### config.mk
export PLATFORM = sky130hd
export DESIGN_NAME = bci_core
export DESIGN_NICKNAME = d
export VERILOG_FILES = /design/src/hw/bci_pkg.sv /design/src/hw/bci_core.sv
export SDC_FILE = /design/constraint.sdc
export NUM_CORES = 1
export LEC_CHECK = 0
export ABC_CLOCK_PERIOD_IN_PS = 6700
export BUFFER_PORTS_ARGS = -buffer_cell sky130_fd_sc_hd__buf_2
export CAP_MARGIN = 20
export CORE_UTILIZATION = 55
export CTS_CLUSTER_DIAMETER = 60
export DETAILED_ROUTE_END_ITERATION = 6
export PLACE_DENSITY = 0.72
export SYNTH_ARGS = -nofsm -noshare
export SYNTH_HDL_FRONTEND = slang
export SYNTH_SLANG_ARGS = --single-unit
export TNS_END_PERCENT = 1
### constraint.sdc
create_clock -name sys_clk -period 6.7 [get_ports sys_clk]
set_clock_uncertainty 0.15 [all_clocks]
set_input_delay 1.005 -clock sys_clk [delete_from_list [all_inputs] [get_ports sys_clk]]
set_output_delay 1.005 -clock sys_clk [all_outputs]
set_load 0.02 [all_outputs]
### src/hw/bci_pkg.sv
// Purpose: Shared constants and types for the baseline core instruction subset
// Assumes: 12-bit instruction words, 9-bit program counter, 32 file registers
// Notes:   Opcode patterns are match/mask pairs on the fetched word
package bci_pkg;

    // ------------------------------------------------------------------
    // Widths, file depth and destination bit
    // ------------------------------------------------------------------
    localparam int BCI_INSTR_W     = 12;
    localparam int BCI_PC_W        = 9;
    localparam int BCI_DATA_W      = 8;
    localparam int BCI_FILE_ADDR_W = 5;
    localparam int BCI_FILE_DEPTH  = 32;
    localparam int BCI_DEST_BIT    = 5;

    // ------------------------------------------------------------------
    // Opcode patterns
    // ------------------------------------------------------------------
    localparam logic [11:0] BCI_OPC_IDLE       = 12'h000;
    localparam logic [11:0] BCI_OPC_OPTION     = 12'h002;
    localparam logic [11:0] BCI_MASK_STORE     = 12'hfe0;
    localparam logic [11:0] BCI_OPC_STORE      = 12'h020;
    localparam logic [11:0] BCI_MASK_FILE_D    = 12'hfc0;
    localparam logic [11:0] BCI_OPC_OR_FILE    = 12'h100;
    localparam logic [11:0] BCI_OPC_MOVE_FILE  = 12'h200;
    localparam logic [11:0] BCI_OPC_INC_SKIP   = 12'h3c0;
    localparam logic [11:0] BCI_MASK_LITERAL   = 12'hf00;
    localparam logic [11:0] BCI_OPC_RETURN_IMM = 12'h800;
    localparam logic [11:0] BCI_OPC_LOAD_IMM   = 12'hc00;
    localparam logic [11:0] BCI_OPC_OR_IMM     = 12'hd00;

    // ------------------------------------------------------------------
    // Reset values and step sizes
    // ------------------------------------------------------------------
    localparam logic [8:0]  BCI_PC_RESET     = 9'h000;
    localparam logic [7:0]  BCI_W_RESET      = 8'h00;
    localparam logic [7:0]  BCI_OPTION_RESET = 8'hff;
    localparam logic        BCI_ZERO_RESET   = 1'b0;
    localparam logic [8:0]  BCI_PC_STEP      = 9'h001;
    localparam logic [7:0]  BCI_INC_STEP     = 8'h01;

    // ------------------------------------------------------------------
    // Decoded operations
    // ------------------------------------------------------------------
    typedef enum logic [3:0] {
        BCI_OP_IDLE       = 4'b0000,
        BCI_OP_OPTION     = 4'b0001,
        BCI_OP_STORE      = 4'b0010,
        BCI_OP_OR_FILE    = 4'b0011,
        BCI_OP_MOVE_FILE  = 4'b0100,
        BCI_OP_INC_SKIP   = 4'b0101,
        BCI_OP_RETURN_IMM = 4'b0110,
        BCI_OP_LOAD_IMM   = 4'b0111,
        BCI_OP_OR_IMM     = 4'b1000,
        BCI_OP_UNKNOWN    = 4'b1001
    } bci_op_type;

endpackage : bci_pkg

### src/hw/bci_core.sv
// Purpose: Fetch/execute core for a subset of a baseline 8-bit instruction set
// Assumes: Program memory answers pm_addr combinationally in the same cycle
// Notes:   One instruction executes per cycle; a flush replaces the next with idle
//
// Notes on behaviour
// - increment_skip_zero_op adds one to the file register into W (d=0) or the file (d=1), flags untouched.
// - When the increment result is zero the already fetched instruction is discarded and an idle runs instead.
// - or_immediate_op ORs W with the 8-bit literal into W and sets the zero flag from the result.
// - or_file_op ORs W with the file register into W (d=0) or the file (d=1) and sets the zero flag.
// - store_working_op copies W into the addressed file register and leaves the flags alone.
// - move_file_op copies the file register to W (d=0) or back to itself (d=1).
// - move_file_op sets the zero flag from the moved value in both destinations, so it works as a zero test.
// - load_immediate_op puts the 8-bit literal into W and leaves the flags alone.
// - The option load copies W into the option register and leaves the flags alone.
// - return_immediate_op loads the literal into W, reloads the PC from return_stack_top and takes two cycles.
`timescale 1ns/1ps
`default_nettype none

module bci_core
    import bci_pkg::*;
(
    // Clock and reset
    input  wire logic        sys_clk,
    input  wire logic        rst_b,
    // Program memory fetch
    output logic [8:0]       pm_addr,
    input  wire logic [11:0] pm_data,
    // Return stack
    input  wire logic [8:0]  return_stack_top,
    output logic             return_pop,
    // Core state
    output logic [7:0]       work_reg,
    output logic [7:0]       option_reg,
    output logic             zero_flag,
    output logic             unknown_op,
    // File register observation
    input  wire logic [4:0]  file_peek_addr,
    output logic [7:0]       file_peek_data
);

    // ------------------------------------------------------------------
    // State
    // ------------------------------------------------------------------
    logic [11:0]       instr;
    logic [7:0]        file_mem [BCI_FILE_DEPTH];
    bci_op_type        op;
    logic [4:0]        faddr;
    logic              dest_file;
    logic [7:0]        lit;
    logic [7:0]        fval;
    logic [7:0]        inc_val;
    logic [7:0]        or_file_val;
    logic [7:0]        or_imm_val;
    logic [7:0]        next_work;
    logic              next_zero;
    logic              file_we;
    logic [7:0]        file_wdata;
    logic              flush;

    // ------------------------------------------------------------------
    // Decode
    // ------------------------------------------------------------------
    assign faddr       = instr[BCI_FILE_ADDR_W-1:0];
    assign dest_file   = instr[BCI_DEST_BIT];
    assign lit         = instr[BCI_DATA_W-1:0];
    assign fval        = file_mem[faddr];
    assign inc_val     = fval + BCI_INC_STEP;
    assign or_file_val = work_reg | fval;
    assign or_imm_val  = work_reg | lit;

    always_comb begin
        if (instr == BCI_OPC_IDLE) begin
            op = BCI_OP_IDLE;
        end else if (instr == BCI_OPC_OPTION) begin
            op = BCI_OP_OPTION;
        end else if ((instr & BCI_MASK_STORE) == BCI_OPC_STORE) begin
            op = BCI_OP_STORE;
        end else if ((instr & BCI_MASK_FILE_D) == BCI_OPC_OR_FILE) begin
            op = BCI_OP_OR_FILE;
        end else if ((instr & BCI_MASK_FILE_D) == BCI_OPC_MOVE_FILE) begin
            op = BCI_OP_MOVE_FILE;
        end else if ((instr & BCI_MASK_FILE_D) == BCI_OPC_INC_SKIP) begin
            op = BCI_OP_INC_SKIP;
        end else if ((instr & BCI_MASK_LITERAL) == BCI_OPC_RETURN_IMM) begin
            op = BCI_OP_RETURN_IMM;
        end else if ((instr & BCI_MASK_LITERAL) == BCI_OPC_LOAD_IMM) begin
            op = BCI_OP_LOAD_IMM;
        end else if ((instr & BCI_MASK_LITERAL) == BCI_OPC_OR_IMM) begin
            op = BCI_OP_OR_IMM;
        end else begin
            op = BCI_OP_UNKNOWN;
        end
    end

    // ------------------------------------------------------------------
    // Execute
    // ------------------------------------------------------------------
    // Words outside the subset run as idle so the core never stalls on them
    always_comb begin
        next_work  = work_reg;
        next_zero  = zero_flag;
        file_we    = 1'b0;
        file_wdata = fval;
        flush      = 1'b0;
        unique case (op)
            BCI_OP_INC_SKIP: begin
                file_we    = dest_file;
                file_wdata = inc_val;
                if (!dest_file) begin
                    next_work = inc_val;
                end
                flush = (inc_val == 8'h00);
            end
            BCI_OP_OR_IMM: begin
                next_work = or_imm_val;
                next_zero = (or_imm_val == 8'h00);
            end
            BCI_OP_OR_FILE: begin
                file_we    = dest_file;
                file_wdata = or_file_val;
                if (!dest_file) begin
                    next_work = or_file_val;
                end
                next_zero = (or_file_val == 8'h00);
            end
            BCI_OP_STORE: begin
                file_we    = 1'b1;
                file_wdata = work_reg;
            end
            BCI_OP_MOVE_FILE: begin
                file_we    = dest_file;
                file_wdata = fval;
                if (!dest_file) begin
                    next_work = fval;
                end
                next_zero = (fval == 8'h00);
            end
            BCI_OP_LOAD_IMM: begin
                next_work = lit;
            end
            BCI_OP_RETURN_IMM: begin
                next_work = lit;
                flush     = 1'b1;
            end
            BCI_OP_OPTION, BCI_OP_IDLE, BCI_OP_UNKNOWN: begin
                next_work = work_reg;
            end
        endcase
    end

    assign return_pop = (op == BCI_OP_RETURN_IMM);
    assign unknown_op = (op == BCI_OP_UNKNOWN);

    // ------------------------------------------------------------------
    // Fetch and program counter
    // ------------------------------------------------------------------
    // A flushed slot becomes idle, which costs the second cycle
    always_ff @(posedge sys_clk) begin
        if (!rst_b) begin
            pm_addr <= BCI_PC_RESET;
            instr   <= BCI_OPC_IDLE;
        end else begin
            if (return_pop) begin
                pm_addr <= return_stack_top;
            end else begin
                pm_addr <= pm_addr + BCI_PC_STEP;
            end
            instr <= flush ? BCI_OPC_IDLE : pm_data;
        end
    end

    // ------------------------------------------------------------------
    // Working, option and zero registers
    // ------------------------------------------------------------------
    always_ff @(posedge sys_clk) begin
        if (!rst_b) begin
            work_reg  <= BCI_W_RESET;
            zero_flag <= BCI_ZERO_RESET;
        end else begin
            work_reg  <= next_work;
            zero_flag <= next_zero;
        end
    end

    always_ff @(posedge sys_clk) begin
        if (!rst_b) begin
            option_reg <= BCI_OPTION_RESET;
        end else if (op == BCI_OP_OPTION) begin
            option_reg <= work_reg;
        end
    end

    // ------------------------------------------------------------------
    // File registers
    // ------------------------------------------------------------------
    // Contents are left unreset, as a plain register file would be
    // A word caught in the slot as reset arrives must not write
    always_ff @(posedge sys_clk) begin
        if (rst_b && file_we) begin
            file_mem[faddr] <= file_wdata;
        end
    end

    always_ff @(posedge sys_clk) begin
        if (!rst_b) begin
            file_peek_data <= 8'h00;
        end else begin
            file_peek_data <= file_mem[file_peek_addr];
        end
    end

    // ------------------------------------------------------------------
    // Assertions
    // ------------------------------------------------------------------
    property p_inc_to_work;
        @(posedge sys_clk) disable iff (!rst_b)
        (op == BCI_OP_INC_SKIP && !dest_file) |=> (work_reg == $past(inc_val)) && $stable(zero_flag);
    endproperty
    a_inc_to_work: assert property (p_inc_to_work) else $error("increment to W wrong");

    property p_inc_skip;
        @(posedge sys_clk) disable iff (!rst_b)
        (op == BCI_OP_INC_SKIP && inc_val == 8'h00) |=> (op == BCI_OP_IDLE);
    endproperty
    a_inc_skip: assert property (p_inc_skip) else $error("zero increment did not skip");

    property p_or_imm;
        @(posedge sys_clk) disable iff (!rst_b)
        (op == BCI_OP_OR_IMM) |=> (work_reg == $past(or_imm_val)) && (zero_flag == (work_reg == 8'h00));
    endproperty
    a_or_imm: assert property (p_or_imm) else $error("OR immediate wrong");

    property p_or_file;
        @(posedge sys_clk) disable iff (!rst_b)
        (op == BCI_OP_OR_FILE) |=> (zero_flag == ($past(or_file_val) == 8'h00))
            && (work_reg == ($past(dest_file) ? $past(work_reg) : $past(or_file_val)));
    endproperty
    a_or_file: assert property (p_or_file) else $error("OR file wrong");

    property p_store;
        @(posedge sys_clk) disable iff (!rst_b)
        (op == BCI_OP_STORE) |=> $stable(zero_flag) && $stable(work_reg);
    endproperty
    a_store: assert property (p_store) else $error("store changed W or flag");

    property p_move;
        @(posedge sys_clk) disable iff (!rst_b)
        (op == BCI_OP_MOVE_FILE && !dest_file) |=> (work_reg == $past(fval));
    endproperty
    a_move: assert property (p_move) else $error("move to W wrong");

    property p_move_zero;
        @(posedge sys_clk) disable iff (!rst_b)
        (op == BCI_OP_MOVE_FILE) |=> (zero_flag == ($past(fval) == 8'h00));
    endproperty
    a_move_zero: assert property (p_move_zero) else $error("move zero flag wrong");

    property p_load_imm;
        @(posedge sys_clk) disable iff (!rst_b)
        (op == BCI_OP_LOAD_IMM) |=> (work_reg == $past(lit)) && $stable(zero_flag);
    endproperty
    a_load_imm: assert property (p_load_imm) else $error("load immediate wrong");

    property p_option;
        @(posedge sys_clk) disable iff (!rst_b)
        (op == BCI_OP_OPTION) |=> (option_reg == $past(work_reg)) && $stable(zero_flag);
    endproperty
    a_option: assert property (p_option) else $error("option load wrong");

    property p_return;
        @(posedge sys_clk) disable iff (!rst_b)
        (op == BCI_OP_RETURN_IMM) |=> (pm_addr == $past(return_stack_top)) && (op == BCI_OP_IDLE)
            && (work_reg == $past(lit)) ##1 (pm_addr == $past(pm_addr) + BCI_PC_STEP);
    endproperty
    a_return: assert property (p_return) else $error("return sequence wrong");

    property p_idle;
        @(posedge sys_clk) disable iff (!rst_b)
        (op == BCI_OP_IDLE) |=> $stable(work_reg) && $stable(zero_flag) && $stable(option_reg)
            && (pm_addr == $past(pm_addr) + BCI_PC_STEP);
    endproperty
    a_idle: assert property (p_idle) else $error("idle changed state");

endmodule : bci_core

`default_nettype wire

== Word-level counts from Yosys, hierarchy flattened ==
Memories as Yosys holds them, arrays and structs flattened. A register that Yosys moved wholly into a read port is not among the register bits.
Cells that the tools add are included.
Word-level totals
  register bits: 38
  bits in latches: 0
  bits in writable memories: 256
  bits in read-only memories: 0
  input port bits: 28
  output and inout port bits: 36
  word-level logic and storage cells: 65
  memories kept: 1
Memory list
  file_mem: depth 32, width 8, read ports 2, clocked after memory_dff 2, write ports 1, RTL line bci_core.sv:45  | logic [7:0] file_mem [BCI_FILE_DEPTH];
Cells by class
  add/subtract/negate cells: 2
  $mul: 0
  div/mod/pow operators: 0
  $lt $le $gt $ge: 0
  eq/ne operators: 20
  shift operators: 0
  muxes and demuxes: 21
  bitwise operators: 3
  reductions and logical operators: 13
Operator list (count)
  one-hot mux 8 bit (5 select lines): 1
  logical NOT 8 bit: 4
  two-way mux 4 bit: 8
  two-way mux 8 bit: 3
  one-hot mux 8 bit (3 select lines): 1
  equality test 4 bit, second input constant: 5
  equality test 4 x 3 -> 1 bit, second input constant: 4
  bitwise OR 8 bit: 2
  equality test 12 x 2 -> 1 bit, second input constant: 1
  equality test 6 x 4 -> 1 bit, second input constant: 2
  logical NOT 12 bit: 1
  adder 9 x 1 -> 9 bit, second input constant: 1
  two-way mux 9 bit: 1
  adder 8 x 1 -> 8 bit, second input constant: 1
  equality test 4 x 2 -> 1 bit, second input constant: 2
  equality test 7 x 1 -> 1 bit, second input constant: 1
  equality test 6 x 3 -> 1 bit, second input constant: 1
  inequality test 2 bit, second input constant: 3
  two-way mux 5 bit: 1
  nonzero test 5 bit: 1
  equality test 4 x 1 -> 1 bit, second input constant: 1
  one-hot mux 1 bit (2 select lines): 2
  AND reduction 4 bit: 1
  OR reduction 2 bit: 2
  other kinds (7): 9

== Depth between registers and ports, before layout ==
Gate-level depths: netlist of run 1.
  depth after elaboration: 16
  mapped depth: 15
  gate-level depth less buffers: 12

== Worst setup path before layout of run 1 ==
Ideal clock, no wire load.
  path kind: reg2reg
  from: reg instr[2]
  to: mem file_mem[0][6], data pin
  library setup time: 0.454 ns
  arrival time: 3.578 ns
  required time: 6.096 ns
  path slack: 2.517 ns
  cell stages (with the launch flop): 13
  buffers on the path: 2
  clock period less this slack: 4.183 ns
  cell sequence: dfxtp_1 buf_2 or4b_1 buf_4 o22ai_2 nor4_4 nand2_4 ha_1 inv_1 a21o_1 nand4b_1 xor2_1 o21ai_0
Between the ends
  cells in the longest elaborated chain, start to end: 5
  elaborated cells on any way between the ends: 8
  classes of those cells: 4 x eq/ne; 3 x mux; 1 x reduce/logical
RTL lines
  start, declared: RTL line bci_core.sv:44  | logic [11:0] instr;
  start signal, assigned: RTL line bci_core.sv:168  | instr <= flush ? BCI_OPC_IDLE : pm_data;
  equality test 12 x 2 -> 1 bit: RTL line bci_core.sv:74  | end else if (instr == BCI_OPC_OPTION) begin
  two-way mux 4 bit: RTL line bci_core.sv:74
  two-way mux 4 bit *: RTL line bci_core.sv:72  | if (instr == BCI_OPC_IDLE) begin
  equality test 4 x 2 -> 1 bit / equality test 4 x 3 -> 1 bit (equally long branches): RTL line bci_core.sv:105  | unique case (op)
  one-hot mux 8 bit (3 select lines) *: RTL line bci_core.sv:105
  net file_wdata[6]: RTL line bci_core.sv:57  | logic [7:0] file_wdata;
  end, declared: RTL line bci_core.sv:45
The timed path passes the listed nets; every way through them passes the cells marked *.

== Worst setup path after layout of run 1 ==
  from: reg instr[1]
  to: mem file_mem[1][7], data pin
The elaborated chain is that of the path after synthesis.

==> results of run 1 <==
[final cells by class]
class,instances,area [sq um]
clock buffer,38,802
clock inverter,19,176
multi-input combinational,572,5540
sequential,302,8610
tap,335,419
fill,1901,9920
inverter,11,41.3
timing repair buffer,79,478
[cell families (layout without fill, tap and decap cells)]
family / Yosys count / in the layout / share of synthesized area [%]
XOR/XNOR: 13 / 13 / 0.834
AO/OA/AOI/OAI: 138 / 138 / 6.52
AND/OR/NAND/NOR: 209 / 209 / 8.35
flip-flops: 302 / 302 / 59.1
buffers and inverters: 78 / 147 / 2.94
adder cells (fa/ha/maj): 4 / 4 / 0.344
multiplexers: 208 / 208 / 21.9
[synthesized netlist by cell type, drive strengths merged (3+ instances only)]
library cell,count
a21o,3
nor4,14
dfxtp,46
a21oi,19
a211oi,3
nor3,8
a22oi,6
clkbuf,25
mux4,88
a31oi,4
nand2,47
a222oi,3
and2,15
o21ai,15
buf,42
xnor2,6
nand2b,4
xor2,7
mux2i,120
and3,4
o211a,9
nand4,3
nand4bb,6
nand3,17
or3,4
inv,11
o31ai,3
nor2,54
nor2b,13
o22ai,58
or4,4
edfxtp,256
ha,4
o221ai,3
or4b,4
nand4b,5
[routing by layer]
metal,vias up,wire length (um)
li1,3941,-
met1,4699,16000
met2,650,18500
met3,126,4960
met4,0,1830
met5,-,0
[metrics by stage]
step | power (mW) | util [%] | area (sq um) | cells | setup slack (ns)
floorplan | 2.54 | - | 14600 | 952 | 2.52
global placement | 2.71 | 57.9 | 15000 | 1297 | 2.28
detailed placement | 2.73 | 58.0 | 15100 | 1298 | 2.14
CTS | 4.38 | 61.8 | 16100 | 1355 | 2.12
global route | 4.49 | 61.8 | 16100 | 1356 | 2.01
finish | 4.38 | 61.8 | 16100 | 1356 | 2.09
[final timing paths]
check                start        endpoint  depth (start not counted)
max               instr[1]  file_mem[1][7]                          9
min reg2reg  option_reg[7]   option_reg[7]                          2
max reg2reg       instr[1]  file_mem[1][7]                          9
min          option_reg[7]   option_reg[7]                          2
[worst reg2reg max path, cell delays in order, from the launching register on]
cell and delay, ns:
dfxtp_4 0.68, buf_12 0.48, mux2i_1 0.45, o22ai_1 0.12
nor4_1 0.55, nand2_1 0.37, and4_4 0.32, xor2_2 0.17
a222oi_1 0.09, inv_1 0.83
[layout by cell type, fill, tap and decap left out, types with 5 or more instances in the layout]
cell         n
mux4_2      88
o211a_1      9
xor2_1       6
o22ai_1     54
nand3_1     17
xnor2_1      6
buf_2       62
mux2i_1    120
dfxtp_1     45
nand2_1     42
nor3_1       8
a21oi_1     19
nor2_1      54
clkbuf_1     7
o21ai_2      5
clkbuf_16   31
clkinv_1    10
buf_4       14
nor4_2       6
a22oi_1      6
nor4_1       7
nor2b_1     13
and2_4      11
nand4b_1     5
o21ai_0      9
inv_1       11
nand4bb_1    6
edfxtp_1   256
[report_power, final]
group          internal, mW  total, mW  leakage, nW  switching, mW
clock                 0.965       1.68        0.469          0.715
combinational         0.192      0.545         2.27          0.353
sequential             2.13       2.16         2.70         0.0282
total                  3.28       4.38         5.43           1.10
==> flow_summary.toml, run 1 <==
[sta]
worst_pin_slew_ns = 1.10
report.final.slew_viol_count = 0
rsz0062_at_grt = "no"
setup-tns-final_ns = 0
hold_viol = 0
slew_headroom_pct = 26.9
holdWs_ns = 0.312
period_minus_slack_ns = 4.61
setup_viol = 0
fin_crit_sh_pct = 68.8
clock.fmax_mhz = 217

[detailed_routing]
vias = 9416
drt_iter0_markers = 1265
wl_per_cell_um = 30.4
drtPass1Iterations = 6
ant_nets = 0
wl_um = 41200
viasPerCell = 6.94
drc = 0

[synthesis]
synth_seq_area_share_pct = 59.1
yosys.area.top_type = "edfxtp_1"
synthCells = 952
syn-cell-area_sq_um = 14600
synth-async-reset-ratio_pct = 0
synth-edff-count = 256
synthesis.area_per_instance_sq_um = 15.3
yosys_warnings = 0
ys.flop_type = "edfxtp_1"
synth_top_area_share_pct = 52.8
ys_ff_latch = 302
synth_fp_nets = 984
synth.area.top_cells = "edfxtp_1 53%, mux4_2 14%, mux2i_1 8.3%"
ys_types = 67

[die]
initial_core_util_pct = 56.0
rows = 59
fp.coreArea_sq_um = 26000
die_y_um = 165
dieArea_sq_um = 27100
die_w_um = 165
ioPinCount = 64

[cts]
cts_inserted_buffers = 31
cts_tree = "done"
root_buffer = "clkbuf_16"
clk_pin_slew_ns = 0.06
cts_resized = 0
hold_buffers = 0
insertion_delay_ns = 0.57
cts_sinks = 302
htree_levels = 1
ctsLongestPathBuffers = 3
cts_setup_buffers = 0

[setup_path]
r2r_slack_ns = 2.09
critPathTopFamily = "buffers and inverters"
setup.worst_path.class = "reg2reg"
path_buf_inv = 2
crit_path_cell_trace = "buf_12 -> mux2i_1 -> o22ai_1 -> nor4_1 -> nand2_1 -> and4_4 -> xor2_2 -> a222oi_1 -> inv_1"
max_stage_delay_ns = 0.83
worst-endpoint-required_ns = 6.75
cp.arrival_ns = 4.67
crit_path_start_kind = "register"
slowest_stage = "inv_1"
endpoint_kind = "register"
path_max_fanout = 71

[global_route]
grt_busiest_layer = "met2"
antenna_found_initial = 1
grt_pass1_wl_um = 59300
grt.overflow.total = 0
grt_use_met1_pct = 43.3
grt_max_degree = 72
grt.total_usage_pct = 31.0
met2_usage_pct = 47.6
grt_use_met3_pct = 7.43
grt_pass1_vias = 8840

[final_layout]
reg_top3 = "file_mem (256), instr (12), pm_addr (9)"
syn_to_final_growth_pct = 10.4
largest_reg_flops = 256
diodes = 0
regMostFlops = "file_mem"
nets = 1029
drive_gt1_share_pct = 24.4

[placement]
hpwl_um = 28400
place.gp.congestion = 0.980
placement.io_buffers = 63

[power_and_ir_drop]
power-per-cell-area_nw_per_um2 = 273
leakage_nw = 5.43
peakVddDrop_v = 0.000206

[run]
maxCapViolations = 0

[outcome]
outcome = "finished clean"

[worst_hold_path]
min_path_type = "reg2reg"
No activity file was read; power rests on OpenSTA's default activity.
==> inputs of run 2 (changes only) <==
ABC_CLOCK_PERIOD_IN_PS = 4150   (was 6700)
PLACE_DENSITY = 0.75   (was 0.72)
clock period = 4.15 ns   (was 6.7 ns; I/O delays follow)
==> run 2 against run 1 <==
  * Non-clock buffer count up 82
  * Global-route usage rose by 0.33 points
  * First-iteration DRC count increased by 2.2%
  * Power is 60% higher
  * Via count is 2.0% higher
  * Cell area grew 4.0%
  * Critical path type unchanged
==> flow_summary.toml, run 2 (synthesized netlist as in run 1, its figures left out) <==
[global_route]
grt_max_degree = 45
antenna_found_initial = 0
grt_pass1_wl_um = 60500
grt_pass1_vias = 9212
grt.total_usage_pct = 31.3
grt.overflow.total = 0

[sta]
setup_viol = 0
clock.fmax_mhz = 257
report.final.slew_viol_count = 0
slew_headroom_pct = 44.9
worst_pin_slew_ns = 0.827
setup-tns-final_ns = 0
period_minus_slack_ns = 3.89
holdWs_ns = 0.121
rsz0062_at_grt = "no"
fin_crit_sh_pct = 93.8
hold_viol = 0

[detailed_routing]
drt_iter0_markers = 1293
drc = 0
wl_per_cell_um = 28.9
vias = 9603
ant_nets = 0
wl_um = 41600
viasPerCell = 6.68
drtPass1Iterations = 5

[final_layout]
regArea_sq_um = 8610
mostFrequentLayoutCell = "edfxtp_1"
diodes = 0
syn_to_final_growth_pct = 14.8
final_cell_mix = "256 x edfxtp_1, 120 x mux2i_1, 92 x buf_4"
post-route-util_pct = 64.3
fillers = 1844
drive_gt1_share_pct = 31.0
regMostFlops = "file_mem"
nets = 1111
multiInputGateArea_sq_um = 5540
reg_top3 = "file_mem (256), instr (12), pm_addr (9)"
largest_reg_flops = 256

[setup_path]
worst-endpoint-required_ns = 4.46
cp.arrival_ns = 4.20
path_max_fanout = 15
endpoint_kind = "register"
crit_path_start_kind = "register"
setup.worst_path.class = "reg2reg"
cp-startpoint = "instr[0]"
r2r_start = "instr[0]"

[power_and_ir_drop]
peakVddDrop_v = 0.000386
report.power.total_mw = 7.03
leakage_nw = 5.88
power-per-cell-area_nw_per_um2 = 421

[placement]
placement.io_buffers = 63
hpwl_um = 30100
place.gp.congestion = 1.03

[cts]
clk_pin_slew_ns = 0.06
htree_levels = 1
cts_inserted_buffers = 31
cts_tree = "done"
hold_buffers = 0
root_buffer = "clkbuf_16"
insertion_delay_ns = 0.56
ctsLongestPathBuffers = 3
cts_sinks = 302

[run]
maxCapViolations = 0

[worst_hold_path]
worstHoldStart = "pm_data[11]"
min_path_type = "in2reg"

[die]
fp.coreArea_sq_um = 26000
ioPinCount = 64
dieArea_sq_um = 27100
die_w_um = 165
rows = 59
die_y_um = 165
initial_core_util_pct = 56.0

[outcome]
outcome = "finished clean"
run 2: final timing paths:
path,endpoint,cells after the start,slack (ns)
max,instr[5],13,0.26
min reg2reg,option_reg[4],2,0.31
min,instr[11],2,0.12
max reg2reg,instr[5],13,0.26
run 2: worst max-delay path: stages (launching register included):
cell       delay, ns
dfxtp_1         0.67
buf_4           0.28
nand4bb_1       0.36
o22ai_1         0.39
nor4_1          0.12
nand2_2         0.09
ha_1            0.17
inv_1           0.08
a21o_1          0.18
nand4b_1        0.18
xor2_1          0.23
o21ai_0         0.13
o41a_1          0.50
and2_4          0.24
run 2: report_power, final:
group / switching (mW) / internal (mW) / leakage [nW]
combinational: 0.580 / 0.355 / 2.70
clock: 1.12 / 1.49 / 0.480
sequential: 0.0523 / 3.43 / 2.70
run 2: timing repair:
action                                  in CTS  in global routing
endpoints found under the setup margin       0                 12
gates resized for setup                      0                  1
setup buffers                                0                  1
endpoints found under the hold margin        0                  0
run 2: metal layers:
layer  vias up  track usage, %  share of wire, %  routed length [um]
met1      4761            44.8                39               16200
met5         -               0                 0                   0
met4         0            12.8               4.8                1990
li1       4097               -                 -                   -
met2       644            47.8                45               18600
met3       101            5.52                12                4790
run 2: layout make-up:
cell class	count	area share [%]
flip-flops and latches	302	51.5
multi-input cells	572	33.1
repair buffers	161	6.83
well taps	335	2.51
inverters	11	0.247
clock inverters	16	0.674
clock buffers	41	5.06
run 2: metrics by stage:
stage / setup slack [ns] / cell area [sq um] / instances
after global routing: 0.0345 / 16700 / 1438
after detailed placement: 0.260 / 15700 / 1380
after global placement: 0.288 / 15700 / 1380
after floorplan: 0.187 / 14600 / 952
after CTS: 0.248 / 16700 / 1437
final: 0.257 / 16700 / 1438
